<file path="src/hw/ifd_defines.vh">
// Second-word tag, opcode codes, flag masks, timing counts, register offsets and register widths of the decoder
`ifndef IFD_DEFINES_VH
`define IFD_DEFINES_VH
`define OSC_PER_CYCLE 4
`define CLK_PERIOD_NS 10
`define QCLK_NS 40
`define QCLK_DIV ((`QCLK_NS + `CLK_PERIOD_NS - 1) / `CLK_PERIOD_NS)
`define SECOND_WORD_TAG 4'hf
`define FLAG_C 5'h01
`define FLAG_DC 5'h02
`define FLAG_Z 5'h04
`define FLAG_OV 5'h08
`define FLAG_N 5'h10
`define FLAGS_ARITH 5'h1f
`define FLAGS_ZN 5'h14
`define FLAGS_Z 5'h04
`define OP_NOP 5'h00
`define OP_ADD 5'h01
`define OP_ADDC 5'h02
`define OP_INC 5'h03
`define OP_DEC 5'h04
`define OP_OR 5'h05
`define OP_AND 5'h06
`define OP_COM 5'h07
`define OP_MOV 5'h08
`define OP_CLR 5'h09
`define OP_CPEQ 5'h0a
`define OP_CPGT 5'h0b
`define OP_CPLT 5'h0c
`define OP_DECSZ 5'h0d
`define OP_DECSNZ 5'h0e
`define OP_INCSZ 5'h0f
`define OP_INCSNZ 5'h10
`define OP_BITCLR 5'h11
`define OP_BITSET 5'h12
`define OP_BITTOG 5'h13
`define OP_BTSC 5'h14
`define OP_BTSS 5'h15
`define OP_BRA 5'h16
`define OP_BCOND 5'h17
`define OP_CALL 5'h18
`define OP_GOTO 5'h19
`define OP_FILE_TO_FILE_MOVE 5'h1a
`define REG_INSTR 8'h00
`define REG_CONTROL 8'h04
`define REG_OPINFO 8'h08
`define REG_FILEADDR 8'h0c
`define REG_TARGET 8'h10
`define REG_OFFSET 8'h14
`define REG_PROGRAM_TABLE_POINTER 8'h18
`define REG_TBLLAT 8'h1c
`define REG_PROD 8'h20
`define REG_PCLATCH 8'h24
`define REG_STATUS 8'h28
`define PROGRAM_TABLE_POINTER_W 21
`define TARGET_W 20
`endif

</file>
<file path="src/hw/field_decode.v">
// Combinational opcode and field decoder for one 16-bit instruction word
`timescale 1ns/1ps
`include "ifd_defines.vh"
module field_decode (
    input wire [15:0] word,
    output reg [4:0] op,
    output reg [4:0] flags,
    output reg is_skip,
    output reg is_two_word,
    output reg changes_pc,
    output wire dest_file,
    output wire bank_sel,
    output wire [7:0] faddr,
    output wire [2:0] bit_pos,
    output wire [7:0] literal,
    output wire fast_sel
);
    assign dest_file = word[9];
    assign bank_sel = word[8];
    assign faddr = word[7:0];
    assign bit_pos = word[11:9];
    assign literal = word[7:0];
    assign fast_sel = word[8];

    // Casez masks out d, a and operand bits so they never affect the opcode
    always @* begin
        op = `OP_NOP;
        flags = 5'h00;
        casez (word[15:8])
            8'b0010_01??: begin op = `OP_ADD; flags = `FLAGS_ARITH; end
            8'b0010_00??: begin op = `OP_ADDC; flags = `FLAGS_ARITH; end
            8'b0010_10??: begin op = `OP_INC; flags = `FLAGS_ARITH; end
            8'b0000_01??: begin op = `OP_DEC; flags = `FLAGS_ARITH; end
            8'b0001_00??: begin op = `OP_OR; flags = `FLAGS_ZN; end
            8'b0001_01??: begin op = `OP_AND; flags = `FLAGS_ZN; end
            8'b0001_11??: begin op = `OP_COM; flags = `FLAGS_ZN; end
            8'b0101_00??: begin op = `OP_MOV; flags = `FLAGS_ZN; end
            8'b0110_101?: begin op = `OP_CLR; flags = `FLAGS_Z; end
            8'b0110_001?: op = `OP_CPEQ;
            8'b0110_010?: op = `OP_CPGT;
            8'b0110_000?: op = `OP_CPLT;
            8'b0010_11??: op = `OP_DECSZ;
            8'b0100_11??: op = `OP_DECSNZ;
            8'b0011_11??: op = `OP_INCSZ;
            8'b0100_10??: op = `OP_INCSNZ;
            8'b1001_????: op = `OP_BITCLR;
            8'b1000_????: op = `OP_BITSET;
            8'b0111_????: op = `OP_BITTOG;
            8'b1011_????: op = `OP_BTSC;
            8'b1010_????: op = `OP_BTSS;
            8'b1101_0???: op = `OP_BRA;
            8'b1110_0???: op = `OP_BCOND;
            8'b1110_110?: op = `OP_CALL;
            8'b1110_1111: op = `OP_GOTO;
            8'b1100_????: op = `OP_FILE_TO_FILE_MOVE;
            default: op = `OP_NOP;
        endcase
    end

    always @* begin
        is_skip = (op == `OP_CPEQ) || (op == `OP_CPGT) || (op == `OP_CPLT) ||
            (op == `OP_DECSZ) || (op == `OP_DECSNZ) || (op == `OP_INCSZ) ||
            (op == `OP_INCSNZ) || (op == `OP_BTSC) || (op == `OP_BTSS);
        is_two_word = (op == `OP_CALL) || (op == `OP_GOTO) || (op == `OP_FILE_TO_FILE_MOVE);
        changes_pc = (op == `OP_BRA) || (op == `OP_CALL) || (op == `OP_GOTO);
    end
endmodule // field_decode

</file>
<file path="src/hw/instr_field_decoder.v">
// Instruction field decoder with AHB-Lite register access and core-side decode outputs
//
// The AHB-Lite slave port and the register offsets are this design's own decisions.
`timescale 1ns/1ps
`include "ifd_defines.vh"
module instr_field_decoder (
    input wire sys_clk,
    input wire srst,
    input wire [31:0] haddr,
    input wire [1:0] htrans,
    input wire hwrite,
    input wire [2:0] hsize,
    input wire hsel,
    input wire hready,
    input wire [31:0] hwdata,
    output reg [31:0] hrdata,
    output wire hreadyout,
    output wire hresp,
    input wire [15:0] fetch_word,
    input wire fetch_valid,
    input wire skip_cond,
    output reg [4:0] exec_op_r,
    output reg [4:0] flag_mask_r,
    output reg dest_file_r,
    output reg bank_sel_r,
    output reg [11:0] src_addr_r,
    output reg [11:0] dst_addr_r,
    output reg [2:0] bit_pos_r,
    output reg [7:0] literal_r,
    output reg [19:0] target_r,
    output reg signed [10:0] rel_offset_r,
    output reg shadow_save_r,
    output reg [1:0] nop_cycles_r,
    output reg exec_valid_r,
    output wire cycle_tick
);
    // Software-visible state, plus the held first word and the tick divider
    reg [15:0] sw_instr_r;
    reg [`PROGRAM_TABLE_POINTER_W-1:0] program_table_pointer_r;
    reg [7:0] program_table_latch_r;
    reg [7:0] multiply_result_high_r;
    reg [7:0] multiply_result_low_r;
    reg [7:0] pc_high_latch_r;
    reg [7:0] pc_upper_latch_r;
    reg [7:0] pc_low_byte_r;
    reg [6:0] idx_src_r;
    reg [6:0] idx_dst_r;
    reg use_sw_r;
    reg [15:0] first_word_r;
    reg pend_r;
    reg [1:0] qdiv_r;

    wire [15:0] cur_word = use_sw_r ? sw_instr_r : fetch_word;
    wire [4:0] op;
    wire [4:0] flags;
    wire is_skip;
    wire is_two_word;
    wire changes_pc;
    wire dest_file;
    wire bank_sel;
    wire [7:0] faddr;
    wire [2:0] bit_pos;
    wire [7:0] literal;
    wire fast_sel;

    field_decode u_dec (
        .word(cur_word),
        .op(op),
        .flags(flags),
        .is_skip(is_skip),
        .is_two_word(is_two_word),
        .changes_pc(changes_pc),
        .dest_file(dest_file),
        .bank_sel(bank_sel),
        .faddr(faddr),
        .bit_pos(bit_pos),
        .literal(literal),
        .fast_sel(fast_sel)
    );

    // Instruction cycle enable: one pulse per four oscillator periods
    assign cycle_tick = (qdiv_r == 2'd3);
    always @(posedge sys_clk) begin
        if (srst) begin
            qdiv_r <= 2'd0;
        end else begin
            qdiv_r <= qdiv_r + 2'd1;
        end
    end

    wire word_in = cycle_tick && (fetch_valid || use_sw_r);
    wire second_tag = (cur_word[15:12] == `SECOND_WORD_TAG);

    always @(posedge sys_clk) begin
        if (srst) begin
            exec_op_r <= `OP_NOP;
            flag_mask_r <= 5'h00;
            dest_file_r <= 1'b0;
            bank_sel_r <= 1'b0;
            src_addr_r <= 12'h000;
            dst_addr_r <= 12'h000;
            bit_pos_r <= 3'h0;
            literal_r <= 8'h00;
            target_r <= 20'h00000;
            rel_offset_r <= 11'h000;
            shadow_save_r <= 1'b0;
            nop_cycles_r <= 2'd0;
            exec_valid_r <= 1'b0;
            first_word_r <= 16'h0000;
            pend_r <= 1'b0;
        end else begin
            exec_valid_r <= 1'b0;
            if (word_in) begin
                if (pend_r) begin
                    pend_r <= 1'b0;
                    exec_valid_r <= 1'b1;
                    if (first_word_r[15:12] == 4'hc) begin
                        // Second word carries the 12-bit destination below 1111
                        dst_addr_r <= cur_word[11:0];
                    end else begin
                        target_r <= {cur_word[11:0], first_word_r[7:0]};
                    end
                end else if (is_two_word) begin
                    pend_r <= 1'b1;
                    first_word_r <= cur_word;
                    exec_op_r <= op;
                    flag_mask_r <= flags;
                    src_addr_r <= cur_word[11:0];
                    shadow_save_r <= (op == `OP_CALL) && fast_sel;
                    nop_cycles_r <= 2'd1;
                end else begin
                    exec_valid_r <= 1'b1;
                    // A stray second word decodes to nop in the decoder
                    exec_op_r <= second_tag ? `OP_NOP : op;
                    flag_mask_r <= second_tag ? 5'h00 : flags;
                    dest_file_r <= dest_file;
                    bank_sel_r <= bank_sel;
                    src_addr_r <= {4'h0, faddr};
                    bit_pos_r <= bit_pos;
                    literal_r <= literal;
                    shadow_save_r <= 1'b0;
                    if (op == `OP_BRA) begin
                        rel_offset_r <= cur_word[10:0];
                    end else begin
                        rel_offset_r <= {{3{cur_word[7]}}, cur_word[7:0]};
                    end
                    // A taken skip costs one more cycle, the same over a two-word instruction
                    if (is_skip && skip_cond) begin
                        nop_cycles_r <= 2'd1;
                    end else if (changes_pc) begin
                        nop_cycles_r <= 2'd1;
                    end else begin
                        nop_cycles_r <= 2'd0;
                    end
                end
            end
        end
    end

    // AHB-Lite slave: zero wait states, always OKAY
    reg [7:0] a_addr_r;
    reg a_wr_r;
    reg a_rd_r;
    wire a_valid = hsel && hready && htrans[1];
    assign hreadyout = 1'b1;
    assign hresp = 1'b0;

    always @(posedge sys_clk) begin
        if (srst) begin
            a_addr_r <= 8'h00;
            a_wr_r <= 1'b0;
            a_rd_r <= 1'b0;
        end else begin
            a_wr_r <= a_valid && hwrite;
            a_rd_r <= a_valid && !hwrite;
            if (a_valid) begin
                a_addr_r <= haddr[7:0];
            end
        end
    end

    always @(posedge sys_clk) begin
        if (srst) begin
            sw_instr_r <= 16'h0000;
            use_sw_r <= 1'b0;
            program_table_pointer_r <= {`PROGRAM_TABLE_POINTER_W{1'b0}};
            program_table_latch_r <= 8'h00;
            multiply_result_high_r <= 8'h00;
            multiply_result_low_r <= 8'h00;
            pc_high_latch_r <= 8'h00;
            pc_upper_latch_r <= 8'h00;
            pc_low_byte_r <= 8'h00;
            idx_src_r <= 7'h00;
            idx_dst_r <= 7'h00;
        end else if (a_wr_r) begin
            case (a_addr_r)
                `REG_INSTR: sw_instr_r <= hwdata[15:0];
                `REG_CONTROL: use_sw_r <= hwdata[0];
                `REG_OFFSET: begin
                    idx_src_r <= hwdata[6:0];
                    idx_dst_r <= hwdata[14:8];
                end
                `REG_PROGRAM_TABLE_POINTER: program_table_pointer_r <= hwdata[`PROGRAM_TABLE_POINTER_W-1:0];
                `REG_TBLLAT: program_table_latch_r <= hwdata[7:0];
                `REG_PROD: begin
                    multiply_result_low_r <= hwdata[7:0];
                    multiply_result_high_r <= hwdata[15:8];
                end
                `REG_PCLATCH: begin
                    // Only the low byte reaches the PC directly
                    pc_low_byte_r <= hwdata[7:0];
                    pc_high_latch_r <= hwdata[15:8];
                    pc_upper_latch_r <= hwdata[23:16];
                end
                default: begin
                end
            endcase
        end
    end

    always @(posedge sys_clk) begin
        if (srst) begin
            hrdata <= 32'h00000000;
        end else if (a_valid && !hwrite) begin
            case (haddr[7:0])
                `REG_INSTR: hrdata <= {16'h0000, sw_instr_r};
                `REG_CONTROL: hrdata <= {31'h00000000, use_sw_r};
                `REG_OPINFO: hrdata <= {17'h00000, nop_cycles_r, pend_r, exec_valid_r,
                    shadow_save_r, flag_mask_r, exec_op_r};
                `REG_FILEADDR: hrdata <= {dest_file_r, bank_sel_r, bit_pos_r, 3'h0,
                    dst_addr_r, src_addr_r};
                `REG_TARGET: hrdata <= {12'h000, target_r};
                `REG_OFFSET: hrdata <= {5'h00, rel_offset_r, 1'b0, idx_dst_r,
                    1'b0, idx_src_r};
                `REG_PROGRAM_TABLE_POINTER: hrdata <= {11'h000, program_table_pointer_r};
                `REG_TBLLAT: hrdata <= {24'h000000, program_table_latch_r};
                `REG_PROD: hrdata <= {16'h0000, multiply_result_high_r, multiply_result_low_r};
                `REG_PCLATCH: hrdata <= {8'h00, pc_upper_latch_r, pc_high_latch_r,
                    pc_low_byte_r};
                `REG_STATUS: hrdata <= {24'h000000, literal_r};
                default: hrdata <= 32'h00000000;
            endcase
        end
    end
endmodule // instr_field_decoder

</file>
<file path="config.mk">
export PLATFORM = sky130hd
export DESIGN_NAME = instr_field_decoder
export DESIGN_NICKNAME = d
export VERILOG_FILES = /design/src/hw/field_decode.v /design/src/hw/instr_field_decoder.v
export VERILOG_INCLUDE_DIRS = /design/src /design/src/hw
export SDC_FILE = /design/constraint.sdc
export NUM_CORES = 1
export LEC_CHECK = 0
export ABC_AREA = 1
export BUFFER_PORTS_ARGS = -buffer_cell sky130_fd_sc_hd__buf_2
export CAP_MARGIN = 20
export CORE_UTILIZATION = 52
export CTS_BUF_LIST = sky130_fd_sc_hd__clkbuf_8
export DETAILED_ROUTE_END_ITERATION = 7
export PLACE_DENSITY = 0.77
export SYNTH_ARGS = -nofsm -noshare
export SYNTH_HDL_FRONTEND = slang
export SYNTH_SLANG_ARGS = --single-unit
</file>
<file path="constraint.sdc">
create_clock -name sys_clk -period 2.25 [get_ports sys_clk]
set_input_delay 0.225 -clock sys_clk [delete_from_list [all_inputs] [get_ports sys_clk]]
set_output_delay 0.225 -clock sys_clk [all_outputs]
set_load 0.005 [all_outputs]
</file>
# --- After elaboration in Yosys (flattened, before gate mapping) ---
# Cells that the tools add are included.
word_totals:
  regBits: 242
  wordCells: 149
  input_bits: 92
classes:
  eq_ne: 58
  reduce_logical: 38
  add_sub_neg: 1
  bitwise: 4
  mux: 18
op_table:
  columns: ["op", "n"]
  rows:
  - ["32-bit one-hot mux with 11 select lines", 1]
  - ["5-bit one-hot mux with 26 select lines", 1]
  - ["8-bit by 5-bit equality test with 1-bit output, second input constant", 7]
  - ["5-bit equality test, second input constant", 9]
  - ["8-bit by 6-bit equality test with 1-bit output, second input constant", 5]
  - ["5-bit by 4-bit equality test with 1-bit output, second input constant", 6]
  - ["6-bit by 4-bit equality test with 1-bit output, second input constant", 5]
  - ["4-bit equality test, second input constant", 7]
  - ["7-bit by 6-bit equality test with 1-bit output, second input constant", 4]
  - ["5-bit 2-to-1 mux", 4]
  - ["6-bit by 3-bit equality test with 1-bit output, second input constant", 3]
  - ["6-bit by 5-bit equality test with 1-bit output, second input constant", 3]
  - ["8-bit by 3-bit equality test with 1-bit output, second input constant", 2]
  - ["8-bit by 4-bit equality test with 1-bit output, second input constant", 2]
  - ["8-bit logical NOT", 2]
  - ["16-bit 2-to-1 mux", 1]
  - ["2-bit AND reduction", 8]
  - ["5-bit one-hot mux with 3 select lines", 1]
  - ["1-bit logical OR", 13]
  - ["12-bit 2-to-1 mux", 1]
  - ["3-bit AND reduction", 4]
  - ["11-bit 2-to-1 mux", 1]
  - ["8-bit equality test, second input constant", 1]
  - ["1-bit 2-to-1 mux", 8]
  - ["10 further kinds", 20]

# --- Longest topological paths before layout ---
logic_depth:
  depth_word: 15
  depth_mapped: 14
  ltp_nobuf: 12

# --- Modules after synthesis ---
# Synthesis repeated with hierarchy kept, for this count alone.
unflattened:
  cells_unflattened: 1572
  hier_area_um2: 10944.2
modules_own_cells:
  columns: ["module", "area_each_um2", "instances", "cells_per_inst"]
  rows:
  - ["instr_field_decoder", 10292.4, 1, 1447]
  - ["field_decode", 651.9, 1, 125]

# --- Worst setup path after synthesis ---
# Ideal clock, no wire load.
synth_timing:
  path_kind: "reg-to-reg"
  start: "register use_sw_r"
  end: "register first_word_r[6]"
  slack_ps: 580
  stages_incl_launch_ff: 13
  synth_period_minus_slack_ps: 1670
  path_buffers: 3
  arrival_ps: 1554
  required_ps: 2134
  setup_ps: 116
  cell_sequence: "dfxtp_1 -> buf_6 -> buf_8 -> nand2_2 -> o21ai_2 -> nand2_2 -> nor2_4 -> nand3_2 -> nand3_4 -> nand2_2 -> buf_4 -> o21ai_1 -> a21oi_1"
synth_between:
  elab_chain_len: 7
  word_cells_on_any_way: 36
  classes_between: "eq/ne: 29; mux: 2; reduce/logical: 5"
synth_lines:
  columns: ["item", "line_no", "text"]
  rows:
  - ["start, declared", "instr_field_decoder.v:48", "reg use_sw_r;"]
  - ["start signal, assigned", "instr_field_decoder.v:198", "`REG_CONTROL: use_sw_r <= hwdata[0];"]
  - ["16-bit 2-to-1 mux", "instr_field_decoder.v:53", "wire [15:0] cur_word = use_sw_r ? sw_instr_r : fetch_word;"]
  - ["8-bit equality test (tied with other cells)", "field_decode.v:29", "casez (word[15:8])"]
  - ["5-bit one-hot mux with 26 select lines", "field_decode.v:29", null]
  - ["5-bit equality test (no line)", null, null]
  - ["1-bit logical OR (2 in series)", "field_decode.v:64", "is_two_word = (op == `OP_CALL) || (op == `OP_GOTO) || (op == `OP_FILE_TO_FILE_MOVE);"]
  - ["3-bit AND reduction (no line)", null, null]
  - ["end signal, assigned", "instr_field_decoder.v:125", "first_word_r <= cur_word;"]
  - ["end, declared", "instr_field_decoder.v:49", "reg [15:0] first_word_r;"]
# Several ways; a longest one is shown, not always the timed one.
# A chain may end at the register's enable or synchronous reset.

# --- Final worst setup path ---
layout_timing:
  start: "input haddr[7]"
  end: "register hrdata[0]"
layout_between:
  elab_chain_len: 2
  word_cells_on_any_way: 12
  classes_between: "eq/ne: 10; mux: 1; reduce/logical: 1"
layout_lines:
  columns: ["item", "line_no", "text"]
  rows:
  - ["start, declared", "instr_field_decoder.v:9", "input wire [31:0] haddr,"]
  - ["8-bit by 6-bit equality test with 1-bit output (tied with other cells)", "instr_field_decoder.v:225", "case (haddr[7:0])"]
  - ["32-bit one-hot mux with 11 select lines *", "instr_field_decoder.v:225", null]
  - ["end signal, assigned", "instr_field_decoder.v:226", "`REG_INSTR: hrdata <= {16'h0000, sw_instr_r};"]
  - ["end signal, assigned", "instr_field_decoder.v:227", "`REG_CONTROL: hrdata <= {31'h00000000, use_sw_r};"]
  - ["end signal, assigned", "instr_field_decoder.v:228", "`REG_OPINFO: hrdata <= {17'h00000, nop_cycles_r, pend_r, exec_valid_r,"]
  - ["end, declared", "instr_field_decoder.v:16", "output reg [31:0] hrdata,"]
# Mark *: on every way between the ends. The rest lies on a longest branch, timed or not.

==> results.json <==
{
  "min_path_cells": 3,
  "rsz0062_at_grt": "false",
  "yosysWarningCount": 0,
  "pwr-share-clk": 0.436,
  "routed_via_density": 5.65,
  "nets": 1650,
  "grt_pass1_vias": 9292,
  "cts_made_buffers": 38,
  "diodes": 0,
  "pwr-share-seq": 0.500,
  "synthDistinctLibCells": 42,
  "dieWidth_um": 140,
  "crit_required_ps": 2710,
  "cp_max_fo": 11,
  "syn-cell-area_um2": 9930,
  "gr-total-overflow": 0,
  "mostFrequentLayoutCell": "dfxtp_1",
  "htree_levels": 2,
  "highest_layer": "met4",
  "synthToLayoutAreaGrowth_pct": 18.9,
  "cp-end-kind": "flip-flop",
  "max_slew.worst_pin.slew_ps": 733,
  "final_cell_mix": "dfxtp_1 (225), nand2_1 (224), o21ai_0 (200)",
  "port_buffers": 169,
  "tritoncts": "built",
  "slew_viol_final": 0,
  "critical_path_class": "primary input to flip-flop",
  "synth_cells": 1382,
  "switching_share": 0.247,
  "power_mw": 8.08,
  "die_h_um": 140,
  "cp_data_arrival_time_ps": 2580,
  "yosysSeqAreaShare": 0.454,
  "finalCriticalPeriod_ps": 2120,
  "firstDrtPassIters": 5,
  "hold_class": "primary input to flip-flop",
  "hold_violations": 0,
  "drtIter0Drc": 978,
  "fp-row-count": 50,
  "clk_latency_ps": 540,
  "intPower_mw": 6.09,
  "fin_skew_ps": 22.4,
  "peakVddDrop_mv": 0.425,
  "drt-total-wl_mm": 33.4,
  "grt_max_degree": 106,
  "path_common_cell": "nand2_1",
  "routed-wl-met3_mm": 3.04,
  "initial_core_util": 0.531,
  "clk_path_buf_depth": 3,
  "io_pins": 209,
  "r2r-start": "use_sw_r",
  "hold_end": "program_table_pointer_r[20]",
  "max_stage_delay_ps": 540,
  "synth_edf_count": 0,
  "synth_ff_type": "dfxtp_1",
  "pre_cts_slack_ps": 120,
  "setup_tns_ps": 0,
  "powerDensity_nw_per_um2": 685,
  "vias": 10300,
  "post-route-drc-count": 0,
  "drtAntennaViolNets": 0,
  "cts.sinks": 225,
  "wl_met1_mm": 13.7,
  "dpl.hpwl_mm": 24.1,
  "max_cap_viol_count": 0,
  "p_sw_mw": 1.99,
  "cpMaxStageDelayCell": "dlygate4sd3_1",
  "rrSetupSlack_ps": 170,
  "synthArstFlopShare": 0,
  "fmax_mhz": 472,
  "setup_slack_ps": 132,
  "r2r_end": "dst_addr_r[10]",
  "syn_avg_cell_area_um2": 7.18,
  "setup_viol": 0,
  "status": "finished clean",
  "cp-startpoint": "haddr[7]",
  "dr_wl_met2_mm": 14.9,
  "grt.total_usage": 0.340,
  "ctsRootBufferMaster": "clkbuf_8",
  "num-fill-cells": 1707,
  "coreArea_um2": 18700,
  "gp_congestion": 0.981,
  "die-area_um2": 19600,
  "drive_gt1_frac": 0.196,
  "clkTransAtPathRegs_ps": 60,
  "leakage_nw": 5.05,
  "postCtsSetupBuffers": 0,
  "r2r_cells": 6,
  "grt_pass1_wl_mm": 51.1,
  "worstPathCellList": "dlygate4sd3_1, buf_2, nor2_2, nand2_1, nor2_1, buf_4, nand2_2, inv_1, nand2_1, o21ai_0, nor2_1, nand3_1, nand2_1, a21oi_1",
  "hp-start": "hwdata[20]",
  "antenna_found_initial": 0,
  "power_frac_comb": 0.064,
  "synth-seq-cells": 225,
  "period_share": 0.941,
  "crit_path_start_kind": "primary input",
  "routedWlPerCell_um": 18.4,
  "timing.slew.headroom": 0.511
}
==> cells in the mapped netlist, types with 3 or more instances <==
| master | n | area (um^2) |
|---|---|---|
| inv_1 | 155 | 582 |
| nor3_1 | 13 | 65.1 |
| dfxtp_1 | 225 | 4500 |
| clkbuf_1 | 51 | 191 |
| o21ai_2 | 4 | 35.0 |
| a21oi_1 | 191 | 956 |
| o21ai_0 | 204 | 1020 |
| a211oi_1 | 4 | 30.0 |
| inv_2 | 4 | 15.0 |
| buf_2 | 14 | 70.1 |
| nor2_1 | 122 | 458 |
| buf_4 | 18 | 135 |
| nand3_2 | 3 | 30.0 |
| o22ai_1 | 26 | 163 |
| nand3_1 | 52 | 260 |
| nand2_1 | 224 | 841 |
| nand2_2 | 13 | 81.3 |
| buf_6 | 4 | 45.0 |
| nand3b_1 | 5 | 37.5 |
| nand4_1 | 5 | 31.3 |
| a211oi_2 | 4 | 50.1 |
| nor2_2 | 4 | 25.0 |
| o21ai_1 | 10 | 50.1 |
| nor4_1 | 3 | 18.8 |
==> kinds of logic after synthesis <==
group / share of synthesized area
flops: 0.454
compound gates: 0.238
simple gates: 0.196
mux: 0.00101
fa+ha+maj: 0.00126
other cells: 0.000756
buf+inv: 0.110
==> area by class of cell <==
cell class	instances	area, um^2	area share
clock inverters	16	67.6	0.00572
repair buffers	223	1310	0.111
multi-input cells	905	4350	0.368
well taps	234	293	0.0248
clock buffers	48	661	0.0559
flip-flops and latches	225	4500	0.381
inverters	164	629	0.0533
==> worst max-delay path by stage <==
| stage | to | slack, ps | cells after the start |
|---|---|---|---|
| 6_report | hrdata[0] | 130 | 14 |
| 5_1_grt | hrdata[0] | 40 | 14 |
| 4_1_cts | src_addr_r[11] | 110 | 11 |
| 3_5_place_dp | hrdata[8] | 120 | 12 |
| 3_3_place_gp | dst_addr_r[10] | 150 | 6 |
| 2_1_floorplan | first_word_r[6] | 580 | 12 |
==> metrics by stage <==
stage          std cells   util  instance area, um^2  hold slack [ps]
3_3_place_gp        1739  0.586                11000              408
5_1_grt             1815  0.631                11800             18.7
2_1_floorplan       1383      -                 9930              353
6_report            1815  0.631                11800             20.5
4_1_cts             1815  0.631                11800             2.07
3_5_place_dp        1739  0.586                11000              411
==> power by group through the flow <==
stage               sequential, mW  combinational, mW  clock [mW]
global placement              4.13              0.485           0
CTS                           4.04              0.505        3.53
floorplan                     4.12              0.287           0
finish                        4.04              0.518        3.52
detailed placement            4.13              0.487           0
global route                  4.05              0.564        3.73
==> critical path, delay by kind of cell <==
| kind | cells | cell delay (ps) |
|---|---|---|
| AO/OA/AOI/OAI | 2 | 360 |
| buffers and inverters | 4 | 1100 |
| AND/OR/NAND/NOR | 8 | 870 |
==> state kept, by name (all words and copies together), names as in the netlist, 4 cells and up <==
register,flops
hrdata,31
program_table_pointer_r,21
target_r,20
sw_instr_r,16
dst_addr_r,12
first_word_r,12
src_addr_r,12
a_addr_r,8
multiply_result_high_r,8
multiply_result_low_r,8
pc_high_latch_r,8
pc_low_byte_r,8
pc_upper_latch_r,8
program_table_latch_r,8
idx_dst_r,7
idx_src_r,7
literal_r,7
exec_op_r,5
rel_offset_r,4
==> per-layer routing <==
layer | up-vias | track usage
met5 | - | 0
met1 | 4695 | 0.446
met3 | 111 | 0.0533
met4 | 0 | 0.181
li1 | 4882 | -
met2 | 566 | 0.540
==> what timing repair did <==
action,in CTS,in global routing
endpoints found under the setup margin,0,9
resized for setup,0,6
hold buffers,12,0
endpoints found under the hold margin,19,0
Power figures use the tool's default switching activity.
